--- src/design/fmo_defs.vh ---
/*
 * Constants for the emergency run override block: register offsets,
 * field positions, reset values, mode codes and timing figures.
 * Assumes inclusion by bare name from design files of this block.
 */
`ifndef FMO_DEFS_VH
`define FMO_DEFS_VH

// Register word indexes, taken from the byte address bits below
`define FMO_REG_MODE      4'h0
`define FMO_REG_FREQ      4'h1
`define FMO_REG_DIR       4'h2
`define FMO_REG_COUNT     4'h3
`define FMO_REG_FUNC      4'h4
`define FMO_REG_RAMP      4'h5
`define FMO_REG_WAIT      4'h6
`define FMO_REG_STATUS    4'h7
`define FMO_ADDR_LSB      2
`define FMO_ADDR_MSB      5

// Mode selector codes
`define FMO_MODE_OFF      2'h0
`define FMO_MODE_TEST     2'h1
`define FMO_MODE_FULL     2'h2

// Terminal function code for emergency run
`define FMO_FUNC_EMERG    6'h33
`define FMO_FUNC_MAX      6'h34
`define FMO_NUM_TERM      5

// Frequency setting range and direction
`define FMO_FREQ_MAX      6'h3c
`define FMO_FREQ_RST      6'h00
`define FMO_DIR_RST       1'b0

// Ramp step and restart wait reset values; a ramp step takes the setting plus one cycles
`define FMO_RAMP_RST      16'h0010
`define FMO_WAIT_RST      16'h0028

// Trip vector bit positions
`define FMO_TRIP_W        16
`define FMO_MINOR_MASK    16'h0fff
`define FMO_MAJOR_MASK    16'h3000
`define FMO_CRIT_MASK     16'hc000

`endif

--- src/design/fmo_down_counter.v ---
/*
 * Loadable down counter used for ramp stepping and restart waiting.
 * Assumes a common clock, asynchronous reset and clock enable.
 */
`timescale 1ns/1ps
module fmo_down_counter #(
  parameter W = 16
) (
  input  wire         clk_i,
  input  wire         rst_i,
  input  wire         ce_i,
  input  wire         load_i,
  input  wire [W-1:0] value_i,
  output wire         zero_o
);
  reg [W-1:0] cnt_ff;
  reg [W-1:0] nxt_cnt;

  // Load wins over counting, stop at zero
  always @* begin
    nxt_cnt = cnt_ff;
    if (load_i)
      nxt_cnt = value_i;
    else if (cnt_ff != {W{1'b0}})
      nxt_cnt = cnt_ff - {{(W-1){1'b0}}, 1'b1};
  end

  always @(posedge clk_i or posedge rst_i) begin
    if (rst_i)
      cnt_ff <= {W{1'b0}};
    else if (ce_i)
      cnt_ff <= nxt_cnt;
  end

  assign zero_o = (cnt_ff == {W{1'b0}});
endmodule

--- src/design/fmo_fire_override.v ---
/*
 * Emergency run override controller for a motor drive, with a
 * classic Wishbone register slave. Trips arrive as a level vector from
 * the fault detection logic; the block drives the frequency reference,
 * direction, run, trip relay and fault reset/restart requests.
 * Assumes all inputs synchronous to SYS_CLK_I.
 */
`timescale 1ns/1ps
`include "fmo_defs.vh"

// Behaviour
// - Emergency run starts only with mode at full or test value and a terminal coded for emergency asserted.
// - Each full emergency run raises the operation counter by one.
// - In test mode the run happens without auto restart and without counting.
// - During emergency run the emergency frequency overrides jog, multi-step and keypad sources.
// - Emergency run ramps up and down with the acceleration time, and down with the deceleration time after terminal release.
// - Emergency run stops when the emergency terminal is released.
// - Ignored trips are still logged but the trip relay stays inactive.
// - Minor trips such as external, safety stop, undervoltage and overheat are ignored.
// - Overvoltage, level one overcurrent and ground fault cause repeated reset and restart.
// - Successive restart attempts are spaced by the restart wait time.
// - Hardware diagnostic or arm-short overcurrent stops the drive even in emergency run.
// - The run direction setting accepts only two values.
// - The operation counter is read only and ignores writes.
// - Emergency restarts ignore the normal restart attempt limit.
module fmo_fire_override (
  input  wire                    SYS_CLK_I,
  input  wire                    RST_I,
  input  wire                    CE_I,
  input  wire [31:0]             ADR_I,
  input  wire [31:0]             DAT_I,
  output reg  [31:0]             DAT_O,
  input  wire                    WE_I,
  input  wire [3:0]              SEL_I,
  input  wire                    STB_I,
  input  wire                    CYC_I,
  output reg                     ACK_O,
  input  wire [4:0]              TERM_IN_I,
  input  wire [5:0]              NORMAL_FREQ_I,
  input  wire                    NORMAL_RUN_I,
  input  wire [`FMO_TRIP_W-1:0]  TRIP_I,
  output reg  [5:0]              FREQ_REF_O,
  output reg                     DIR_O,
  output reg                     RUN_O,
  output reg                     TRIP_RELAY_O,
  output reg                     TRIP_LOG_O,
  output reg                     FAULT_RESET_O,
  output reg                     EMERG_ACTIVE_O
);
  // States of the run sequencer
  localparam [4:0] ST_IDLE  = 5'h01;
  localparam [4:0] ST_RUN   = 5'h02;
  localparam [4:0] ST_WAIT  = 5'h04;
  localparam [4:0] ST_STOP  = 5'h08;
  localparam [4:0] ST_RAMPD = 5'h10;

  reg  [1:0]   mode_ff;
  reg  [5:0]   freq_set_ff;
  reg          dir_set_ff;
  reg  [31:0]  count_ff;
  reg  [29:0]  func_ff;
  reg  [15:0]  accel_time_ff;
  reg  [15:0]  decel_time_ff;
  reg  [15:0]  restart_wait_time_ff;
  reg  [4:0]   state_ff;
  reg  [4:0]   nxt_state;
  reg  [5:0]   ramp_freq_ff;
  reg  [5:0]   nxt_ramp_freq;
  reg          armed_ff;
  reg  [`FMO_TRIP_W-1:0] trip_prev_ff;
  reg  [31:0]  nxt_rd;
  reg          term_hit;
  integer      k;

  wire [3:0]   reg_idx = ADR_I[`FMO_ADDR_MSB:`FMO_ADDR_LSB];
  wire         wr_req  = CYC_I & STB_I & WE_I & ~ACK_O;
  wire         sel_full = (mode_ff == `FMO_MODE_FULL);
  wire         sel_test = (mode_ff == `FMO_MODE_TEST);
  wire         minor   = |(TRIP_I & `FMO_MINOR_MASK);
  wire         major   = |(TRIP_I & `FMO_MAJOR_MASK);
  wire         crit    = |(TRIP_I & `FMO_CRIT_MASK);
  wire         new_trip = |(TRIP_I & ~trip_prev_ff);
  wire         step_zero;
  wire         wait_zero;
  wire         emerg_req;
  wire         in_emerg;

  // Any of the five terminals coded for emergency run
  always @* begin
    term_hit = 1'b0;
    for (k = 0; k < `FMO_NUM_TERM; k = k + 1)
      if (TERM_IN_I[k] && func_ff[k*6 +: 6] == `FMO_FUNC_EMERG)
        term_hit = 1'b1;
  end

  assign emerg_req = (sel_full | sel_test) & term_hit;
  assign in_emerg  = (state_ff == ST_RUN) | (state_ff == ST_WAIT);

  // Ramp step timer, reloaded on each frequency step
  fmo_down_counter #(.W(16)) u_step (
    .clk_i   (SYS_CLK_I),
    .rst_i   (RST_I),
    .ce_i    (CE_I),
    .load_i  (step_zero),
    .value_i ((state_ff == ST_RAMPD) ? decel_time_ff : accel_time_ff),
    .zero_o  (step_zero)
  );

  // Restart wait timer, held loaded outside ST_WAIT and counting down in it
  fmo_down_counter #(.W(16)) u_wait (
    .clk_i   (SYS_CLK_I),
    .rst_i   (RST_I),
    .ce_i    (CE_I),
    .load_i  (state_ff != ST_WAIT),
    .value_i (restart_wait_time_ff),
    .zero_o  (wait_zero)
  );

  // Sequencer: run, restart wait, hard stop, ramp down
  always @* begin
    nxt_state = state_ff;
    case (state_ff)
      ST_IDLE:
        if (emerg_req && !crit)
          nxt_state = ST_RUN;
      ST_RUN:
        if (crit)
          nxt_state = ST_STOP;
        else if (!emerg_req)
          nxt_state = ST_RAMPD;
        else if (major && sel_full)
          nxt_state = ST_WAIT;
      ST_WAIT:
        if (crit)
          nxt_state = ST_STOP;
        else if (!emerg_req)
          nxt_state = ST_RAMPD;
        else if (wait_zero)
          nxt_state = ST_RUN;
      ST_STOP:
        if (!emerg_req && !crit)
          nxt_state = ST_IDLE;
      ST_RAMPD:
        if (emerg_req && !crit)
          nxt_state = ST_RUN;
        else if (crit || ramp_freq_ff == `FMO_FREQ_RST)
          nxt_state = ST_IDLE;
      default:
        nxt_state = ST_IDLE;
    endcase
  end

  // Ramp towards target one unit per step period
  always @* begin
    nxt_ramp_freq = ramp_freq_ff;
    if (state_ff == ST_STOP || state_ff == ST_WAIT || crit)
      nxt_ramp_freq = `FMO_FREQ_RST;
    else if (step_zero) begin
      if (state_ff == ST_RUN && ramp_freq_ff < freq_set_ff)
        nxt_ramp_freq = ramp_freq_ff + 6'h01;
      else if (state_ff == ST_RUN && ramp_freq_ff > freq_set_ff)
        nxt_ramp_freq = ramp_freq_ff - 6'h01;
      else if (state_ff == ST_RAMPD && ramp_freq_ff != `FMO_FREQ_RST)
        nxt_ramp_freq = ramp_freq_ff - 6'h01;
    end
  end

  // Read mux, unmapped words read as zero
  always @* begin
    nxt_rd = 32'h0000_0000;
    case (reg_idx)
      `FMO_REG_MODE:   nxt_rd = {30'h0, mode_ff};
      `FMO_REG_FREQ:   nxt_rd = {26'h0, freq_set_ff};
      `FMO_REG_DIR:    nxt_rd = {31'h0, dir_set_ff};
      `FMO_REG_COUNT:  nxt_rd = count_ff;
      `FMO_REG_FUNC:   nxt_rd = {2'h0, func_ff};
      `FMO_REG_RAMP:   nxt_rd = {decel_time_ff, accel_time_ff};
      `FMO_REG_WAIT:   nxt_rd = {16'h0, restart_wait_time_ff};
      `FMO_REG_STATUS: nxt_rd = {21'h0, ramp_freq_ff, state_ff};
      default:         nxt_rd = 32'h0000_0000;
    endcase
  end

  // Bus slave: ack registered one cycle after strobe, every address acked
  always @(posedge SYS_CLK_I or posedge RST_I) begin
    if (RST_I) begin
      ACK_O <= 1'b0;
      DAT_O <= 32'h0000_0000;
    end else if (CE_I) begin
      ACK_O <= CYC_I & STB_I & ~ACK_O;
      DAT_O <= nxt_rd;
    end
  end

  // Settings written by software; out-of-range frequency and direction words are refused, and mode code 3 in the low two bits is refused
  always @(posedge SYS_CLK_I or posedge RST_I) begin
    if (RST_I) begin
      mode_ff              <= `FMO_MODE_OFF;
      freq_set_ff          <= `FMO_FREQ_RST;
      dir_set_ff           <= `FMO_DIR_RST;
      func_ff              <= 30'h0000_0000;
      accel_time_ff        <= `FMO_RAMP_RST;
      decel_time_ff        <= `FMO_RAMP_RST;
      restart_wait_time_ff <= `FMO_WAIT_RST;
    end else if (CE_I && wr_req && SEL_I[0]) begin
      case (reg_idx)
        `FMO_REG_MODE:
          if (DAT_I[1:0] <= `FMO_MODE_FULL)
            mode_ff <= DAT_I[1:0];
        `FMO_REG_FREQ:
          if (DAT_I[31:6] == 26'h0 && DAT_I[5:0] <= `FMO_FREQ_MAX)
            freq_set_ff <= DAT_I[5:0];
        `FMO_REG_DIR:
          if (DAT_I[31:1] == 31'h0)
            dir_set_ff <= DAT_I[0];
        `FMO_REG_FUNC:
          func_ff <= DAT_I[29:0];
        `FMO_REG_RAMP: begin
          accel_time_ff <= DAT_I[15:0];
          decel_time_ff <= DAT_I[31:16];
        end
        `FMO_REG_WAIT:
          restart_wait_time_ff <= DAT_I[15:0];
        default: ;
      endcase
    end
  end

  // Operation counter, counts full runs only, no bus write path
  always @(posedge SYS_CLK_I or posedge RST_I) begin
    if (RST_I) begin
      count_ff <= 32'h0000_0000;
      armed_ff <= 1'b0;
    end else if (CE_I) begin
      armed_ff <= emerg_req;
      if (emerg_req && !armed_ff && sel_full)
        count_ff <= count_ff + 32'h0000_0001;
    end
  end

  // Sequencer registers and drive outputs
  always @(posedge SYS_CLK_I or posedge RST_I) begin
    if (RST_I) begin
      state_ff       <= ST_IDLE;
      ramp_freq_ff   <= `FMO_FREQ_RST;
      trip_prev_ff   <= {`FMO_TRIP_W{1'b0}};
      FREQ_REF_O     <= `FMO_FREQ_RST;
      DIR_O          <= `FMO_DIR_RST;
      RUN_O          <= 1'b0;
      TRIP_RELAY_O   <= 1'b0;
      TRIP_LOG_O     <= 1'b0;
      FAULT_RESET_O  <= 1'b0;
      EMERG_ACTIVE_O <= 1'b0;
    end else if (CE_I) begin
      state_ff     <= nxt_state;
      ramp_freq_ff <= nxt_ramp_freq;
      trip_prev_ff <= TRIP_I;
      // History logs every new trip, ignored or not
      TRIP_LOG_O   <= new_trip;
      if (in_emerg || state_ff == ST_RAMPD) begin
        FREQ_REF_O <= ramp_freq_ff;
        DIR_O      <= dir_set_ff;
        RUN_O      <= (state_ff != ST_WAIT);
        // Minor trips never reach the relay here; major only in test
        TRIP_RELAY_O <= crit | (major & sel_test);
      end else if (state_ff == ST_STOP) begin
        FREQ_REF_O   <= `FMO_FREQ_RST;
        RUN_O        <= 1'b0;
        TRIP_RELAY_O <= 1'b1;
      end else begin
        // Normal drive behaviour, all trips stop and indicate
        FREQ_REF_O   <= NORMAL_FREQ_I;
        DIR_O        <= 1'b0;
        RUN_O        <= NORMAL_RUN_I & ~(minor | major | crit);
        TRIP_RELAY_O <= minor | major | crit;
      end
      // Reset pulse on entering each restart wait
      FAULT_RESET_O  <= (state_ff == ST_RUN) && (nxt_state == ST_WAIT);
      EMERG_ACTIVE_O <= in_emerg;
    end
  end
endmodule

--- config.mk ---
export PLATFORM = sky130hd
export DESIGN_NAME = fmo_fire_override
export DESIGN_NICKNAME = d
export VERILOG_FILES = /design/src/design/fmo_down_counter.v /design/src/design/fmo_fire_override.v
export VERILOG_INCLUDE_DIRS = /design/src /design/src/design
export SDC_FILE = /design/constraint.sdc
export NUM_CORES = 1
export LEC_CHECK = 0
export BUFFER_PORTS_ARGS = -buffer_cell sky130_fd_sc_hd__buf_2
export CORE_MARGIN = 2
export CORE_UTILIZATION = 40
export CTS_BUF_LIST = sky130_fd_sc_hd__clkbuf_8
export DETAILED_ROUTE_END_ITERATION = 6
export SYNTH_ARGS = -nofsm -noshare
export SYNTH_HDL_FRONTEND = slang
export SYNTH_SLANG_ARGS = --single-unit
--- constraint.sdc ---
create_clock -name SYS_CLK_I -period 11.4 [get_ports SYS_CLK_I]
set_input_delay 0.57 -clock SYS_CLK_I [delete_from_list [all_inputs] [get_ports SYS_CLK_I]]
set_output_delay 0.57 -clock SYS_CLK_I [all_outputs]
set_load 0.01 [all_outputs]
### Word level (Yosys, flattened, before mapping)

Index checks and enable logic that the tools add are counted.

* register bits after elaboration: 224
* bits of input ports: 102
* output and inout bits: 45
* logic and storage cells: 157

* $add $sub $neg: 5
* magnitude comparators: 4
* eq/ne operators: 22
* muxes and demuxes: 35
* bitwise logic cells: 16
* reductions and logical operators: 52

Operator list (number)
* $pmux 32 s8: 1
* $mux 16: 5
* $mux 5: 10
* $mux 6: 7
* $add 32x1->32 const B: 1
* $logic_not 16->1: 2
* $reduce_bool 16->1: 2
* $sub 16x1->16 const B: 2
* $logic_not 31->1: 1
* $eq 6x6->1 const B: 5
* $logic_not 26->1: 1
* $pmux 5 s5: 1
* $logic_and 1x1->1: 17
* $and 16x16->16: 1
* $eq 4x3->1 const B: 4
* $not 16->16: 1
* $reduce_or 16->1: 1
* $reduce_and 2->1: 7
* $reduce_and 3->1: 4
* $reduce_or 12->1: 1
* $mux 1: 11
* $eq 5x3->1 const B: 2
* $eq 4x2->1 const B: 2
* $and 1x1->1: 7
* 25 further kinds: 38

### Logic depth before layout (Yosys ltp)

* depth after elaboration: 14
* depth in mapped cells: 14

### Modules after synthesis

From an unflattened synthesis, not the netlist that was laid out.

* cells, all modules: 1077
* area, all modules: 11493.5 µm²

Modules (own cells, without submodules)
* fmo_fire_override: instances 1, cells each 835, area each 9341.5 µm²
* fmo_down_counter: instances 2, cells each 121, area each 1076.0 µm²

### Worst setup path after synthesis

OpenSTA, ideal clock, no wires.

* kind: register to register
* start: register ramp_freq_ff[1]
* end: register ramp_freq_ff[5]
* arrival: 2.576 ns
* required time: 11.313 ns
* slack: 8.737 ns
* cell stages (with the launch flop): 12
* path buffers: 0
* clock period less this slack: 2.663 ns
* path through: dfrtp_1 -> ha_1 -> nor2b_1 -> o21bai_1 -> o2111ai_1 -> ha_1 -> a211oi_1 -> o21bai_1 -> a21oi_1 -> nor3_1 -> or3_1 -> o211ai_1

* longest elaborated chain between the ends: 6
* elaborated cells on any way between the ends: 15
* those cells by class: 2 x add/sub; 2 x order compare; 5 x mux; 6 x reduce/logical

RTL lines
* start: declaration: line fmo_fire_override.v:67 `reg [5:0] ramp_freq_ff;`
* start signal: assignment: line fmo_fire_override.v:245 `` ramp_freq_ff <= `FMO_FREQ_RST; ``
* start signal: assignment: line fmo_fire_override.v:256 `ramp_freq_ff <= nxt_ramp_freq;`
* $sub 6x1->6 / $gt 6x6->1 (equally long branches): line fmo_fire_override.v:162, fmo_fire_override.v:164, fmo_fire_override.v:161
* $mux 6 / $logic_and 1x1->1 (equally long branches): line fmo_fire_override.v:163, fmo_fire_override.v:161
* $mux 6: line fmo_fire_override.v:161 `else if (state_ff == ST_RUN && ramp_freq_ff > freq_set_ff)`
* $mux 6: line fmo_fire_override.v:159 `if (state_ff == ST_RUN && ramp_freq_ff < freq_set_ff)`
* $mux 6: line fmo_fire_override.v:158 `else if (step_zero) begin`
* $mux 6: line fmo_fire_override.v:156 `if (state_ff == ST_STOP || state_ff == ST_WAIT || crit)`

Several ways; a longest one is shown, not always the timed one. The select of a mux whose other input is x is not followed.
A chain may end at the register's enable or synchronous reset.

### Final worst setup path

* start: register u_step.cnt_ff[10]
* end: register ramp_freq_ff[3]

* longest elaborated chain between the ends: 3

RTL lines
* start: declaration: line fmo_down_counter.v:16 `reg [W-1:0] cnt_ff;`
* start signal: assignment: line fmo_down_counter.v:30 `cnt_ff <= {W{1'b0}};`
* start signal: assignment: line fmo_down_counter.v:32 `cnt_ff <= nxt_cnt;`
* $logic_not 16->1: line fmo_down_counter.v:35 `assign zero_o = (cnt_ff == {W{1'b0}});`
* $reduce_bool 2->1 (no line)
* $reduce_and 3->1 (no line)

No other way between the ends.

==> flow_summary.yaml <==
place:
  hpwlAfterDp_um: 23000
  portBuffers: 115
  place_congestion: 0.854
  dp.cells: 1555
  place_ws_ns: 8.16
  place_area_mm2: 0.0123
timing:
  rsz0062_at_grt: "false"
  tns_ns: 0
  finalWorstPathRequiredPeriod_ns: 3.30
  tightest_slew_ns: 1.17
  finalHoldViolCount: 0
  maxSlewHeadroom: 0.216
  setup_viol: 0
  finalCritPeriodShare: 0.289
  clock_skew_ns: 0.0253
  fmax_mhz: 303
  worst_slack_ns: 8.10
  report.final.slew_viol_count: 0
synthesis:
  synth_area_leaders: "dfrtp_1, mux2_2, a21oi_1"
  synth-main-ff-cell: "dfrtp_1"
  yosysMostFrequentCell: "dfrtp_1"
  netlist_area_mm2: 0.0114
  synth_edf_count: 0
  synth_top_area_share: 0.479
  synth_largest_area_cell: "dfrtp_1"
  syn_area_per_cell_um2: 10.3
  synthArstFlopShare: 1.00
  synth_commonest_cells: "dfrtp_1, mux2_2, nor2_1"
  synth_seq_area_share: 0.490
  synthCells: 1114
  synth_fp_nets: 1233
  synth-seq-cells: 224
  ys_types: 76
  yosys_warnings: 0
route:
  wl_per_cell_um: 20.2
  ant_nets: 0
  wl_um: 32800
  drc_errors: 0
  drt_iter0_drc: 878
  via_count: 9252
  firstDrtPassIters: 5
  detail_route.vias_per_cell: 5.69
worst_setup_path:
  critPathKind: "reg -> reg"
  crit_path_end: "ramp_freq_ff[3]$_DFFE_PP0P_"
  r2r_slack_ns: 8.10
  r2r_cells: 6
  rr_startpoint: "u_step.cnt_ff[10]$_DFFE_PP0P_"
  required_ns: 11.81
  crit_path_start: "u_step.cnt_ff[10]$_DFFE_PP0P_"
  critPathMaxFanout: 22
  cp-end-kind: "flop"
  r2r_end: "ramp_freq_ff[3]$_DFFE_PP0P_"
  start_kind: "flop"
  cp_data_arrival_time_ns: 3.71
floorplanning:
  io_pins: 147
  core-area_mm2: 0.0280
  start_util: 0.409
  die_w_um: 173
  num_rows: 61
  die_h_um: 173
  die_area_mm2: 0.0300
clock_network:
  post_cts_buffers: 0
  root_buffer: "clkbuf_8"
  cts_resized: 0
  clk_pin_slew_ns: 0.06
  cts_tree: "built"
  cts_hold_buf: 0
  clk_latency_ns: 0.55
  cts_buffers: 40
  htreeDepth: 2
  cts_buffer_depth: 3
  cts_sinks: 224
global_route:
  antenna_found_initial: 1
  gr-total-overflow: 0
  grtUsageTotal: 0.219
  grt_pass1_vias: 9079
  grt_pass1_wl_um: 52200
  grt_max_degree: 102
finish:
  nFillCells: 2680
  drive_gt1_frac: 0.264
  syn2layout_area_growth_pct: 14.5
  antenna_cells: 0
  finalInstanceArea_mm2: 0.0131
  finish.net_count: 1338
  fin_cells: 1625
power:
  leakage_nw: 5.97
  powerDensity_mw_per_mm2: 145
  ir_drop_uv: 72.5
hold_path:
  hp-class: "in -> async"
outcome:
  status: "finished clean"
run:
  cap_viol_max_count: 0
==> registers in the layout, summed over array words and instances, names as in the netlist, 2 cells and up <==
signal                flops
count_ff                 32
func_ff                  30
u_step.cnt_ff            16
mode_ff                   2
restart_wait_time_ff     16
decel_time_ff            16
freq_set_ff               6
ramp_freq_ff              6
trip_prev_ff             16
state_ff                  5
u_wait.cnt_ff            16
accel_time_ff            16
DAT_O                    32
FREQ_REF_O                6
==> area by class of cell <==
cell class / instances / area, um2 / share of cell area
Sequential cell: 224 / 5610 / 0.428
Multi-Input combinational cell: 782 / 5410 / 0.413
Timing Repair Buffer: 128 / 676 / 0.0516
Clock buffer: 46 / 633 / 0.0483
Tap cell: 378 / 473 / 0.0361
Inverter: 43 / 169 / 0.0129
Clock inverter: 24 / 131 / 0.0100
==> per-stage QoR <==
step	util	hold slack, ns	total power (W)
CTS	0.468	0.174	0.00192
global route	0.468	0.180	0.00200
floorplan	-	0.447	0.00110
detailed placement	0.440	0.464	0.00119
finish	0.468	0.125	0.00190
global placement	0.440	0.459	0.00118
==> where the power goes <==
part | switching (W) | internal, W
clock network | 0.000334 | 0.000391
registers | 0.0000671 | 0.000858
logic | 0.000152 | 0.000103
total | 0.000553 | 0.00135
==> critical path, stage by stage (launching register included) <==
cell	delay, ns
dfrtp_1	0.43
or2_1	0.27
nor4_1	0.63
nand3_1	0.77
o21bai_1	0.41
a21boi_2	0.28
mux2_2	0.37
==> kinds of logic (layout without fill, tap and decap cells) <==
family,count (synthesis),in the layout,synth area share
xor+xnor,33,33,0.0253
buf+inv,108,241,0.0380
flops,224,224,0.490
simple gates,343,343,0.150
fa+ha+maj,17,17,0.0192
mux,128,128,0.125
compound gates,261,261,0.152
==> placed cells by master (no fill, tap or decap), types with 8 or more instances in the layout <==
cell type,instances
and3_1,13
nor2_1,83
nand2_1,79
or3_1,8
xnor2_1,29
buf_4,14
nor4_1,14
dfrtp_1,219
a21oi_1,63
o21ai_0,52
nand4_1,24
nor3_1,31
a22oi_1,32
o22ai_1,10
clkbuf_8,46
nor2b_1,9
a31oi_1,28
ha_1,16
nand3_1,33
inv_1,58
mux2_2,121
buf_2,114
and2_1,12
==> metal layers <==
layer / global-route usage / wire [um] / vias to the layer above
met5: 0 / 0 / -
met4: 0.0629 / 864 / 0
met3: 0.0394 / 2030 / 62
met2: 0.344 / 14800 / 315
met1: 0.312 / 15100 / 4569
li1: - / - / 4306
==> how the worst min path moves through the flow <==
stage                                         from                           end  slack [ns]
after global placement        DAT_O[4]$_DFFE_PP0P_          DAT_O[4]$_DFFE_PP0P_        0.46
after detailed placement      DAT_O[4]$_DFFE_PP0P_          DAT_O[4]$_DFFE_PP0P_        0.46
final                                        RST_I  u_wait.cnt_ff[2]$_DFFE_PP0P_        0.12
after CTS                                    RST_I  u_wait.cnt_ff[2]$_DFFE_PP0P_        0.17
after global routing                         RST_I  u_wait.cnt_ff[2]$_DFFE_PP0P_        0.18
after floorplan           count_ff[31]$_DFFE_PP0P_      count_ff[31]$_DFFE_PP0P_        0.45
Power figures use the tool's default switching activity.
